==> config.mk <==
export PLATFORM = sky130hd
export DESIGN_NAME = datalink_status_irq
export DESIGN_NICKNAME = d
export VERILOG_FILES = /design/src/datalink_status_irq.v /design/src/event_flag.v /design/src/los_change_detect.v
export VERILOG_INCLUDE_DIRS = /design/src /design/src/src
export SDC_FILE = /design/constraint.sdc
export NUM_CORES = 1
export LEC_CHECK = 0
export BUFFER_PORTS_ARGS = -buffer_cell sky130_fd_sc_hd__buf_2
export CAP_MARGIN = 10
export CORE_UTILIZATION = 39
export DETAILED_ROUTE_END_ITERATION = 10
export PLACE_DENSITY_LB_ADDON = 0.15
export RECOVER_POWER = 100
export SYNTH_ARGS = -nofsm -noshare
export SYNTH_HDL_FRONTEND = slang
export SYNTH_HIERARCHICAL = 1
export SYNTH_SLANG_ARGS = --single-unit
==> constraint.sdc <==
create_clock -name aclk -period 1.9 [get_ports aclk]
set_input_delay 0.38 -clock aclk [delete_from_list [all_inputs] [get_ports aclk]]
set_output_delay 0.38 -clock aclk [all_outputs]
set_load 0.01 [all_outputs]
==> src/datalink_status_irq_regs.vh <==
// Register map, field positions and reset values of the data-link status block
`ifndef DATALINK_STATUS_IRQ_REGS_VH
`define DATALINK_STATUS_IRQ_REGS_VH

// ----------------------------------------------------------------
// Byte addresses
// ----------------------------------------------------------------
`define ADDR_LOS_IRQ_ENABLE 8'h00
`define ADDR_DATALINK2_STATUS 8'h04
`define ADDR_LOS_STATUS 8'h08
`define ADDR_DATALINK2_IRQ_ENABLE 8'h0C
`define ADDR_LSB 2
`define ADDR_MSB 7

// ----------------------------------------------------------------
// Field positions
// ----------------------------------------------------------------
`define BIT_LOS_ENABLE 3
`define BIT_LOS_CHANGE 3
`define BIT_MESSAGE_KIND 7
`define BIT_TX_START 6
`define BIT_RX_START 5
`define BIT_TX_END 4

// ----------------------------------------------------------------
// Reset values and answers
// ----------------------------------------------------------------
`define RST_LOS_ENABLE 1'b1
`define RST_FLAG 1'b0
`define RST_DL_ENABLE 3'h0
`define RESP_OKAY 2'h0
`define RESP_SLVERR 2'h2

`endif

==> src/datalink_status_irq.v <==
// Loss-of-signal enable and data-link status register bank, AXI4-Lite
// ----------------------------------------------------------------
// ----------------------------------------------------------------
`timescale 1ns/100ps
module datalink_status_irq (
  input wire aclk,
  input wire aresetn,
  input wire ce,
  input wire [7:0] s_axi_awaddr,
  input wire [2:0] s_axi_awprot,
  input wire s_axi_awvalid,
  output wire s_axi_awready,
  input wire [31:0] s_axi_wdata,
  input wire [3:0] s_axi_wstrb,
  input wire s_axi_wvalid,
  output wire s_axi_wready,
  output reg [1:0] s_axi_bresp,
  output reg s_axi_bvalid,
  input wire s_axi_bready,
  input wire [7:0] s_axi_araddr,
  input wire [2:0] s_axi_arprot,
  input wire s_axi_arvalid,
  output wire s_axi_arready,
  output reg [31:0] s_axi_rdata,
  output reg [1:0] s_axi_rresp,
  output reg s_axi_rvalid,
  input wire s_axi_rready,
  input wire rx_los,
  input wire tx_start_event,
  input wire rx_start_event,
  input wire tx_end_event,
  input wire rx_message_done,
  input wire rx_message_kind,
  output reg irq
);
`include "datalink_status_irq_regs.vh"

  // ----------------------------------------------------------------
  // Address decode
  // ----------------------------------------------------------------
  function [1:0] reg_index;
    input [7:0] addr;
    begin
      reg_index = addr[`ADDR_MSB-4:`ADDR_LSB];
    end
  endfunction

  function mapped;
    input [7:0] addr;
    begin
      mapped = (addr[`ADDR_MSB:`ADDR_MSB-3] == 4'h0)
        && (addr[`ADDR_LSB-1:0] == 2'h0);
    end
  endfunction

  function hits;
    input [7:0] addr;
    input [7:0] target;
    begin
      hits = mapped(addr) && (reg_index(addr) == reg_index(target));
    end
  endfunction

  // ----------------------------------------------------------------
  // Registers
  // ----------------------------------------------------------------
  reg los_enable_n;
  reg [2:0] dl_enable;
  reg message_kind;
  wire los_change;
  wire los_flag;
  wire tx_start_flag;
  wire rx_start_flag;
  wire tx_end_flag;
  wire read_take;
  wire clear_los;
  wire clear_dl;
  wire next_irq;
  reg [31:0] next_rdata;

  // ----------------------------------------------------------------
  // Write channel: address and data taken separately, either order
  // ----------------------------------------------------------------
  reg aw_held;
  reg w_held;
  reg [7:0] aw_addr;
  reg [31:0] w_data;
  reg [3:0] w_strb;
  wire aw_take;
  wire w_take;
  wire aw_have;
  wire w_have;
  wire [7:0] wr_addr;
  wire [31:0] wr_data;
  wire [3:0] wr_strb;
  wire wr_go;
  wire wr_ok;
  wire wr_los;
  wire wr_dl;

  // Readies fall with ce so no beat is taken while frozen
  assign s_axi_awready = ce & !aw_held & !s_axi_bvalid;
  assign s_axi_wready = ce & !w_held & !s_axi_bvalid;
  assign aw_take = s_axi_awvalid & s_axi_awready;
  assign w_take = s_axi_wvalid & s_axi_wready;
  assign aw_have = aw_held | aw_take;
  assign w_have = w_held | w_take;
  assign wr_addr = aw_held ? aw_addr : s_axi_awaddr;
  assign wr_data = w_held ? w_data : s_axi_wdata;
  assign wr_strb = w_held ? w_strb : s_axi_wstrb;
  assign wr_go = aw_have & w_have & !s_axi_bvalid & ce;
  // Only byte lane 0 carries register bits
  assign wr_ok = wr_go & wr_strb[0];
  assign wr_los = wr_ok && hits(wr_addr, `ADDR_LOS_IRQ_ENABLE);
  assign wr_dl = wr_ok && hits(wr_addr, `ADDR_DATALINK2_IRQ_ENABLE);

  always @(posedge aclk) begin
    if (!aresetn) begin
      aw_held <= 1'b0;
      w_held <= 1'b0;
      aw_addr <= 8'h00;
      w_data <= 32'h00000000;
      w_strb <= 4'h0;
      s_axi_bvalid <= 1'b0;
      s_axi_bresp <= `RESP_OKAY;
    end else if (ce) begin
      if (wr_go) begin
        aw_held <= 1'b0;
        w_held <= 1'b0;
        s_axi_bvalid <= 1'b1;
        s_axi_bresp <= mapped(wr_addr) ? `RESP_OKAY : `RESP_SLVERR;
      end else begin
        if (aw_take) begin
          aw_held <= 1'b1;
          aw_addr <= s_axi_awaddr;
        end
        if (w_take) begin
          w_held <= 1'b1;
          w_data <= s_axi_wdata;
          w_strb <= s_axi_wstrb;
        end
        if (s_axi_bvalid && s_axi_bready) begin
          s_axi_bvalid <= 1'b0;
        end
      end
    end
  end

  // Enable registers; status registers ignore writes
  always @(posedge aclk) begin
    if (!aresetn) begin
      los_enable_n <= `RST_LOS_ENABLE;
      dl_enable <= `RST_DL_ENABLE;
    end else begin
      if (wr_los) begin
        los_enable_n <= wr_data[`BIT_LOS_ENABLE];
      end
      if (wr_dl) begin
        dl_enable <= wr_data[`BIT_TX_START:`BIT_TX_END];
      end
    end
  end

  // ----------------------------------------------------------------
  // Read channel: one cycle to rvalid
  // ----------------------------------------------------------------
  assign s_axi_arready = ce & !s_axi_rvalid;
  assign read_take = s_axi_arvalid & s_axi_arready;
  assign clear_los = read_take && hits(s_axi_araddr, `ADDR_LOS_STATUS);
  assign clear_dl = read_take && hits(s_axi_araddr, `ADDR_DATALINK2_STATUS);

  // Unmapped addresses and reserved bits read as zero
  always @* begin
    next_rdata = 32'h00000000;
    case (reg_index(s_axi_araddr))
      reg_index(`ADDR_LOS_IRQ_ENABLE): begin
        next_rdata[`BIT_LOS_ENABLE] = los_enable_n;
      end
      reg_index(`ADDR_DATALINK2_STATUS): begin
        next_rdata[`BIT_MESSAGE_KIND] = message_kind;
        next_rdata[`BIT_TX_START] = tx_start_flag;
        next_rdata[`BIT_RX_START] = rx_start_flag;
        next_rdata[`BIT_TX_END] = tx_end_flag;
      end
      reg_index(`ADDR_LOS_STATUS): begin
        next_rdata[`BIT_LOS_CHANGE] = los_flag;
      end
      reg_index(`ADDR_DATALINK2_IRQ_ENABLE): begin
        next_rdata[`BIT_TX_START:`BIT_TX_END] = dl_enable;
      end
      default: begin
        next_rdata = 32'h00000000;
      end
    endcase
    if (!mapped(s_axi_araddr)) begin
      next_rdata = 32'h00000000;
    end
  end

  // Registered data holds steady while rready is low
  always @(posedge aclk) begin
    if (!aresetn) begin
      s_axi_rvalid <= 1'b0;
      s_axi_rdata <= 32'h00000000;
      s_axi_rresp <= `RESP_OKAY;
    end else if (ce) begin
      if (read_take) begin
        s_axi_rvalid <= 1'b1;
        s_axi_rdata <= next_rdata;
        s_axi_rresp <= mapped(s_axi_araddr) ? `RESP_OKAY : `RESP_SLVERR;
      end else if (s_axi_rready) begin
        s_axi_rvalid <= 1'b0;
      end
    end
  end

  // ----------------------------------------------------------------
  // Status sources
  // ----------------------------------------------------------------
  // Kind latched at message end, so a read mid-message shows the last one
  always @(posedge aclk) begin
    if (!aresetn) begin
      message_kind <= 1'b0;
    end else if (ce && rx_message_done) begin
      message_kind <= rx_message_kind;
    end
  end

  los_change_detect u_los (
    .aclk(aclk),
    .aresetn(aresetn),
    .ce(ce),
    .los_level(rx_los),
    .los_change(los_change)
  );

  // Flags ignore bus writes; only a read of their register clears them
  event_flag u_los_flag (
    .aclk(aclk),
    .aresetn(aresetn),
    .ce(ce),
    .event_in(los_change),
    .clear(clear_los),
    .flag(los_flag)
  );

  event_flag u_tx_start (
    .aclk(aclk),
    .aresetn(aresetn),
    .ce(ce),
    .event_in(tx_start_event),
    .clear(clear_dl),
    .flag(tx_start_flag)
  );

  event_flag u_rx_start (
    .aclk(aclk),
    .aresetn(aresetn),
    .ce(ce),
    .event_in(rx_start_event),
    .clear(clear_dl),
    .flag(rx_start_flag)
  );

  event_flag u_tx_end (
    .aclk(aclk),
    .aresetn(aresetn),
    .ce(ce),
    .event_in(tx_end_event),
    .clear(clear_dl),
    .flag(tx_end_flag)
  );

  // ----------------------------------------------------------------
  // Interrupt output
  // ----------------------------------------------------------------
  // Registered so the pin never glitches from decode
  assign next_irq = (los_flag & !los_enable_n)
    | (tx_start_flag & dl_enable[2])
    | (rx_start_flag & dl_enable[1])
    | (tx_end_flag & dl_enable[0]);

  always @(posedge aclk) begin
    if (!aresetn) begin
      irq <= 1'b0;
    end else if (ce) begin
      irq <= next_irq;
    end
  end

endmodule

==> src/event_flag.v <==
// One sticky event flag, cleared by a register read
`timescale 1ns/100ps
module event_flag (
  input wire aclk,
  input wire aresetn,
  input wire ce,
  input wire event_in,
  input wire clear,
  output reg flag
);
`include "datalink_status_irq_regs.vh"

  // Set beats clear so an event in the read cycle survives
  always @(posedge aclk) begin
    if (!aresetn) begin
      flag <= `RST_FLAG;
    end else if (ce) begin
      if (event_in) begin
        flag <= 1'b1;
      end else if (clear) begin
        flag <= 1'b0;
      end
    end
  end
endmodule

==> src/los_change_detect.v <==
// Edge detector on the receive loss-of-signal level
`timescale 1ns/100ps
module los_change_detect (
  input wire aclk,
  input wire aresetn,
  input wire ce,
  input wire los_level,
  output wire los_change
);

  reg los_prev;
  reg primed;

  // Primed after reset so a high level at start does not look like a change
  always @(posedge aclk) begin
    if (!aresetn) begin
      los_prev <= 1'b0;
      primed <= 1'b0;
    end else if (ce) begin
      los_prev <= los_level;
      primed <= 1'b1;
    end
  end

  // Both declare and clear count as a change
  assign los_change = ce & primed & (los_prev ^ los_level);
endmodule

# Word-level counts from Yosys, hierarchy flattened
# Index checks and enable logic that the tools add are counted.
[word_totals] reg_bits=68 in_bits=72 out_inout_bits=42 elab_cells=115
[classes] eq_ne=4 n_mux=23 bitwise_logic=25 n_reduce_logical=43
[ops] op="2-bit AND reduction" n=10
[ops] op="1-bit AND" n=18
[ops] op="1-bit 2-to-1 mux" n=16
[ops] op="8-bit 2-to-1 mux" n=2
[ops] op="2-bit nonzero test" n=8
[ops] op="1-bit logical AND" n=12
[ops] op="2-bit logical NOT" n=4
[ops] op="4-bit logical NOT" n=2
[ops] op="7-bit 2-to-1 mux" n=1
[ops] op="2-bit == test (second input constant)" n=3
[ops] op="3-bit case mux with 2 select lines" n=1
[ops] op="3-bit AND reduction" n=2
[ops] op="1-bit logical NOT" n=5
[ops] op="1-bit bitwise OR" n=5
[ops] op="2-bit 2-to-1 mux" n=2
[ops] op="2-bit by 1-bit == test with 1-bit output (second input constant)" n=1
[ops] op="1-bit case mux with 2 select lines" n=1
[ops] op="1-bit inverter" n=1
[ops] op="1-bit XOR" n=1

# Depth between registers and ports, before layout
[logic_depth] depth_word=10 depth_mapped=7 mapped_depth_nobuf=6

# By module
# The synthesis kept the hierarchy.
[modules_own_cells] module="datalink_status_irq" n_inst=1 cells_each=184 area_each_um2=1667.8 seq_area_each_um2=600.6
[modules_own_cells] module="event_flag" n_inst=4 cells_each=4 area_each_um2=38.8 seq_area_each_um2=20.0
[modules_own_cells] module="los_change_detect" n_inst=1 cells_each=7 area_each_um2=78.8 seq_area_each_um2=40.0

# Worst setup path after synthesis
# No wires, ideal clock.
[synth_timing] path_kind="input-to-reg" startpoint="input port s_axi_awaddr[6]" endpoint="register los_enable_n" arrival_ns=1.673 required_time_ns=1.777 setup_slack_ns=0.104 path_stages=4 path_cell_list="or4_1 nor4_2 o221a_2 mux2_1"
[synth_via] elab_chain_len=5
[synth_lines] item="start: declaration" line="datalink_status_irq.v:9" text="input wire [7:0] s_axi_awaddr,"
[synth_lines] item="8-bit 2-to-1 mux" line="datalink_status_irq.v:108" text="assign wr_addr = aw_held ? aw_addr : s_axi_awaddr;"
[synth_lines] item="4-bit logical NOT" line="datalink_status_irq.v:51" text="mapped = (addr[`ADDR_MSB:`ADDR_MSB-3] == 4'h0)"
[synth_lines] item="1-bit logical AND" line="datalink_status_irq.v:51"
[synth_lines] item="1-bit logical AND" line="datalink_status_irq.v:60" text="hits = mapped(addr) && (reg_index(addr) == reg_index(target));"
[synth_lines] item="1-bit logical AND" line="datalink_status_irq.v:114" text="assign wr_los = wr_ok && hits(wr_addr, `ADDR_LOS_IRQ_ENABLE);"
[synth_lines] item="end signal: assignment" line="datalink_status_irq.v:152" text="los_enable_n <= `RST_LOS_ENABLE;"
[synth_lines] item="end signal: assignment" line="datalink_status_irq.v:156" text="los_enable_n <= wr_data[`BIT_LOS_ENABLE];"
[synth_lines] item="end: declaration" line="datalink_status_irq.v:67" text="reg los_enable_n;"
# Every way passes these cells.
# A chain may end at the register's enable or synchronous reset.

# Worst setup path in the final report
[layout_timing] startpoint="register aw_addr[6]" endpoint="register los_enable_n"
[layout_via] elab_chain_len=5
[layout_lines] item="start: declaration" line="datalink_status_irq.v:86" text="reg [7:0] aw_addr;"
[layout_lines] item="start signal: assignment" line="datalink_status_irq.v:135" text="aw_addr <= s_axi_awaddr;"
[layout_lines] item="8-bit 2-to-1 mux" line="datalink_status_irq.v:108"
[layout_lines] item="4-bit logical NOT" line="datalink_status_irq.v:51"
[layout_lines] item="1-bit logical AND" line="datalink_status_irq.v:51"
[layout_lines] item="1-bit logical AND" line="datalink_status_irq.v:60"
[layout_lines] item="1-bit logical AND" line="datalink_status_irq.v:114"
# Every way passes these cells.

==> key figures <==
Power
  – Internal Pwr Total: 1.19 mW
  – Logic pwr share: 14.7%
  – Tot Pwr: 1.59 mW
  – Reg power frac: 50.6%
  – P_sw: 0.400 mW
  – Switch share: 25.2%
  – Peak VDD IR: 0.000427 V
  – Power Dens Cells: 716 mW/mm^2
  – Clock network fraction of design power: 34.6%
  – P_leak: 1.07 nW

Clock network
  – CTS tree: done
  – Clk buf depth: 2
  – Worst-path clk slew: 0.07 ns
  – Latest clock arrival within the worst-skew pair: 0.28 ns
  – Number of post-CTS setup repair buffers: 0
  – CTS Sinks: 36
  – Root Driver: clkbuf_8
  – H-tree depth: 2
  – Post-CTS sizing: 0
  – CTS Hold Bufs: 0
  – Total clock buffers created by CTS: 5

Drt
  – Drt wl/cell: 11.2 um
  – Detailed-route via count: 1515
  – Vias per cell: 4.72
  – Routed Antenna Nets: 0
  – DRT Wirelength: 3610 um
  – DRC Markers: 0
  – Drt pass-1 iters: 3
  – DR iter-0 viols: 59

Hold path
  – Hold depth: 3
  – Hold Path Class: in2reg

STA
  – Worst setup margin: 0.161 ns
  – Skew final: 0.00412 ns
  – Slew @ Worst Pin: 1.27 ns
  – Fin Setup TNS: 0 ns
  – Max-slew violation count: 0
  – Max Freq: 575 MHz
  – Hold slack: 0.368 ns
  – RSZ-0062 raised after global routing: no
  – Setup violators final: 0
  – Final period utilization: 91.5%
  – Max_slew headroom: 15.3%
  – Minimum clock period: 1.74 ns
  – Hold Vio Cnt, Final: 0

Placement
  – Post-Place Cells: 313
  – Routability cong.: 0.738
  – DP Wirelength: 2720 um
  – Port buffer count: 47
  – Dpl ws: -0.0444 ns
  – Dpl cell area: 0.00216 sq mm

Layout
  – Layout area overhead: 16.6%
  – Commonest non-fill, non-tap cell in the layout: dfxtp_1
  – Finished Core Util: 47.3%
  – Fill count: 491
  – Most frequent cells in the layout: dfxtp_1, buf_2, conb_1
  – Post-Layout Cell Count: 321
  – Final Net Count: 338
  – Post-route cell area: 0.00222 sq mm
  – Fraction of layout cells with a size suffix above 1: 23.2%
  – Diodes inserted: 0

Setup path
  – Startpoint types: register
  – R2R Setup Slk: 0.16 ns
  – Crit-path max FO: 2
  – Critical Path Stages: 4
  – Setup crit end kind: register
  – CP Cell Sequence: or4_4 -> nor4b_4 -> o221a_2 -> mux2_1
  – Kind of critical path: reg2reg
  – Launch point of the worst path: aw_addr[6]
  – Worst R2R Path Depth: 4
  – Worst R2R Start: aw_addr[6]
  – Worst R2R End: los_enable_n
  – Slowest stage delay, CP: 0.54 ns
  – WP data required: 2.07 ns
  – Critical-path top delay cell: or4_4
  – WP data arrival: 1.91 ns
  – Critical Path End: los_enable_n
  – CP delay by family, top: simple AND/OR/NAND/NOR gates
  – Crit path buf inv count: 0

Die
  – Area of the die: 0.00516 sq mm
  – Die W: 71.8 um
  – Chip height: 71.8 um
  – # IOs: 114
  – CORE AREA: 0.00469 sq mm
  – Initial Utilization: 40.5%
  – Cell row count: 25

Synthesis
  – Post-synth ARST share: 0%
  – Sequential share of the synthesized area: 37.9%
  – EDFF count, synth: 0
  – Post-synth top area share: 37.9%
  – Top FF cell, synth: dfxtp_1
  – Cell variety after synth: 44
  – Top cells by area, synth: dfxtp_1, mux2i_1, buf_4, nor2b_1, nand2_1
  – Syn Area/Cell: 9.19 sq um
  – Synthesis Warnings: 6
  – Syn Std Cell Area: 0.00190 sq mm
  – Register bit total from synthesis: 36
  – Post-Syn Instances: 207
  – Synth area leader: dfxtp_1

Run
  – Maxcap violations: 0

Global routing
  – Vias in the first global route: 1303
  – First-pass GRT wire length: 5820 um
  – GRT Overall Usage: 14.6%
  – Initial antenna violation count: 0
  – Pin count of the biggest net entering global routing: 36
  – Grt ovf: 0

Status
  – Status: complete, no violations
[power groups by stage]
| stage | clock, mW | sequential, mW | combinational, mW |
|---|---|---|---|
| 6_report | 0.550 | 0.803 | 0.234 |
| 5_1_grt | 0.607 | 0.807 | 0.263 |
| 4_1_cts | 0.570 | 0.804 | 0.243 |
| 3_5_place_dp | 0 | 0.821 | 0.242 |
| 3_3_place_gp | 0 | 0.821 | 0.240 |
| 2_1_floorplan | 0 | 0.817 | 0.193 |
[flip-flops by register name, indices dropped and copies added (netlist names)]
name,count
aw_addr,8
s_axi_rdata,5
w_data,4
dl_enable,3
aw_held,1
irq,1
los_enable_n,1
message_kind,1
s_axi_bresp,1
s_axi_bvalid,1
s_axi_rresp,1
s_axi_rvalid,1
u_los/los_prev,1
u_los/primed,1
u_los_flag/flag,1
u_rx_start/flag,1
u_tx_end/flag,1
u_tx_start/flag,1
w_held,1
w_strb,1
[layer usage]
metal  GRT usage, %  up-vias  wire [um]
li1               -      773          -
met1           18.9      691       1780
met2           23.3       46       1620
met3           3.52        5        158
met4           6.54        0         51
met5              0        -          0
[cell usage after synthesis, types with 3 or more instances]
cell and count:
a21boi_0 3, clkbuf_1 4, and3_1 5, dfxtp_1 36, nor2_1 6, buf_4 29
nor2b_1 16, o21ai_0 5, buf_2 3, a31o_1 4, mux2i_1 23, nand2_1 25
mux2_2 3, nand3_1 8
[cell families after synthesis]
family                 count (synthesis)  share of synthesized area [%]
AND/OR/NAND/NOR                       79                           24.4
buffers and inverters                 39                           13.6
multiplexers                          27                           14.5
AO/OA/AOI/OAI                         24                           8.95
XOR/XNOR                               1                          0.461
other                                  1                          0.197
flip-flops                            36                           37.9
[worst register-to-register path: stages (launching register included)]
cell	delay (ns)
dfxtp_1	0.31
or4_4	0.54
nor4b_4	0.24
o221a_2	0.23
mux2_1	0.31
[cell type report]
class | instances | area, sq um | area share [%]
Timing Repair Buffer | 61 | 318 | 14.3
Inverter | 2 | 7.51 | 0.339
Multi-Input combinational cell | 160 | 1010 | 45.7
Sequential cell | 36 | 721 | 32.5
Tap cell | 54 | 67.6 | 3.05
Clock buffer | 8 | 90.1 | 4.06
[worst min-delay path by stage]
stage,from,slack [ns],end
after floorplan,u_los/primed,0.43,u_los/primed
after global placement,u_los/primed,0.44,u_los/primed
after detailed placement,u_los/primed,0.45,u_los/primed
after CTS,rx_message_kind,0.36,message_kind
after global routing,s_axi_awaddr[0],0.37,aw_addr[0]
final,rx_message_kind,0.37,message_kind
Power figures use the tool's default switching activity.
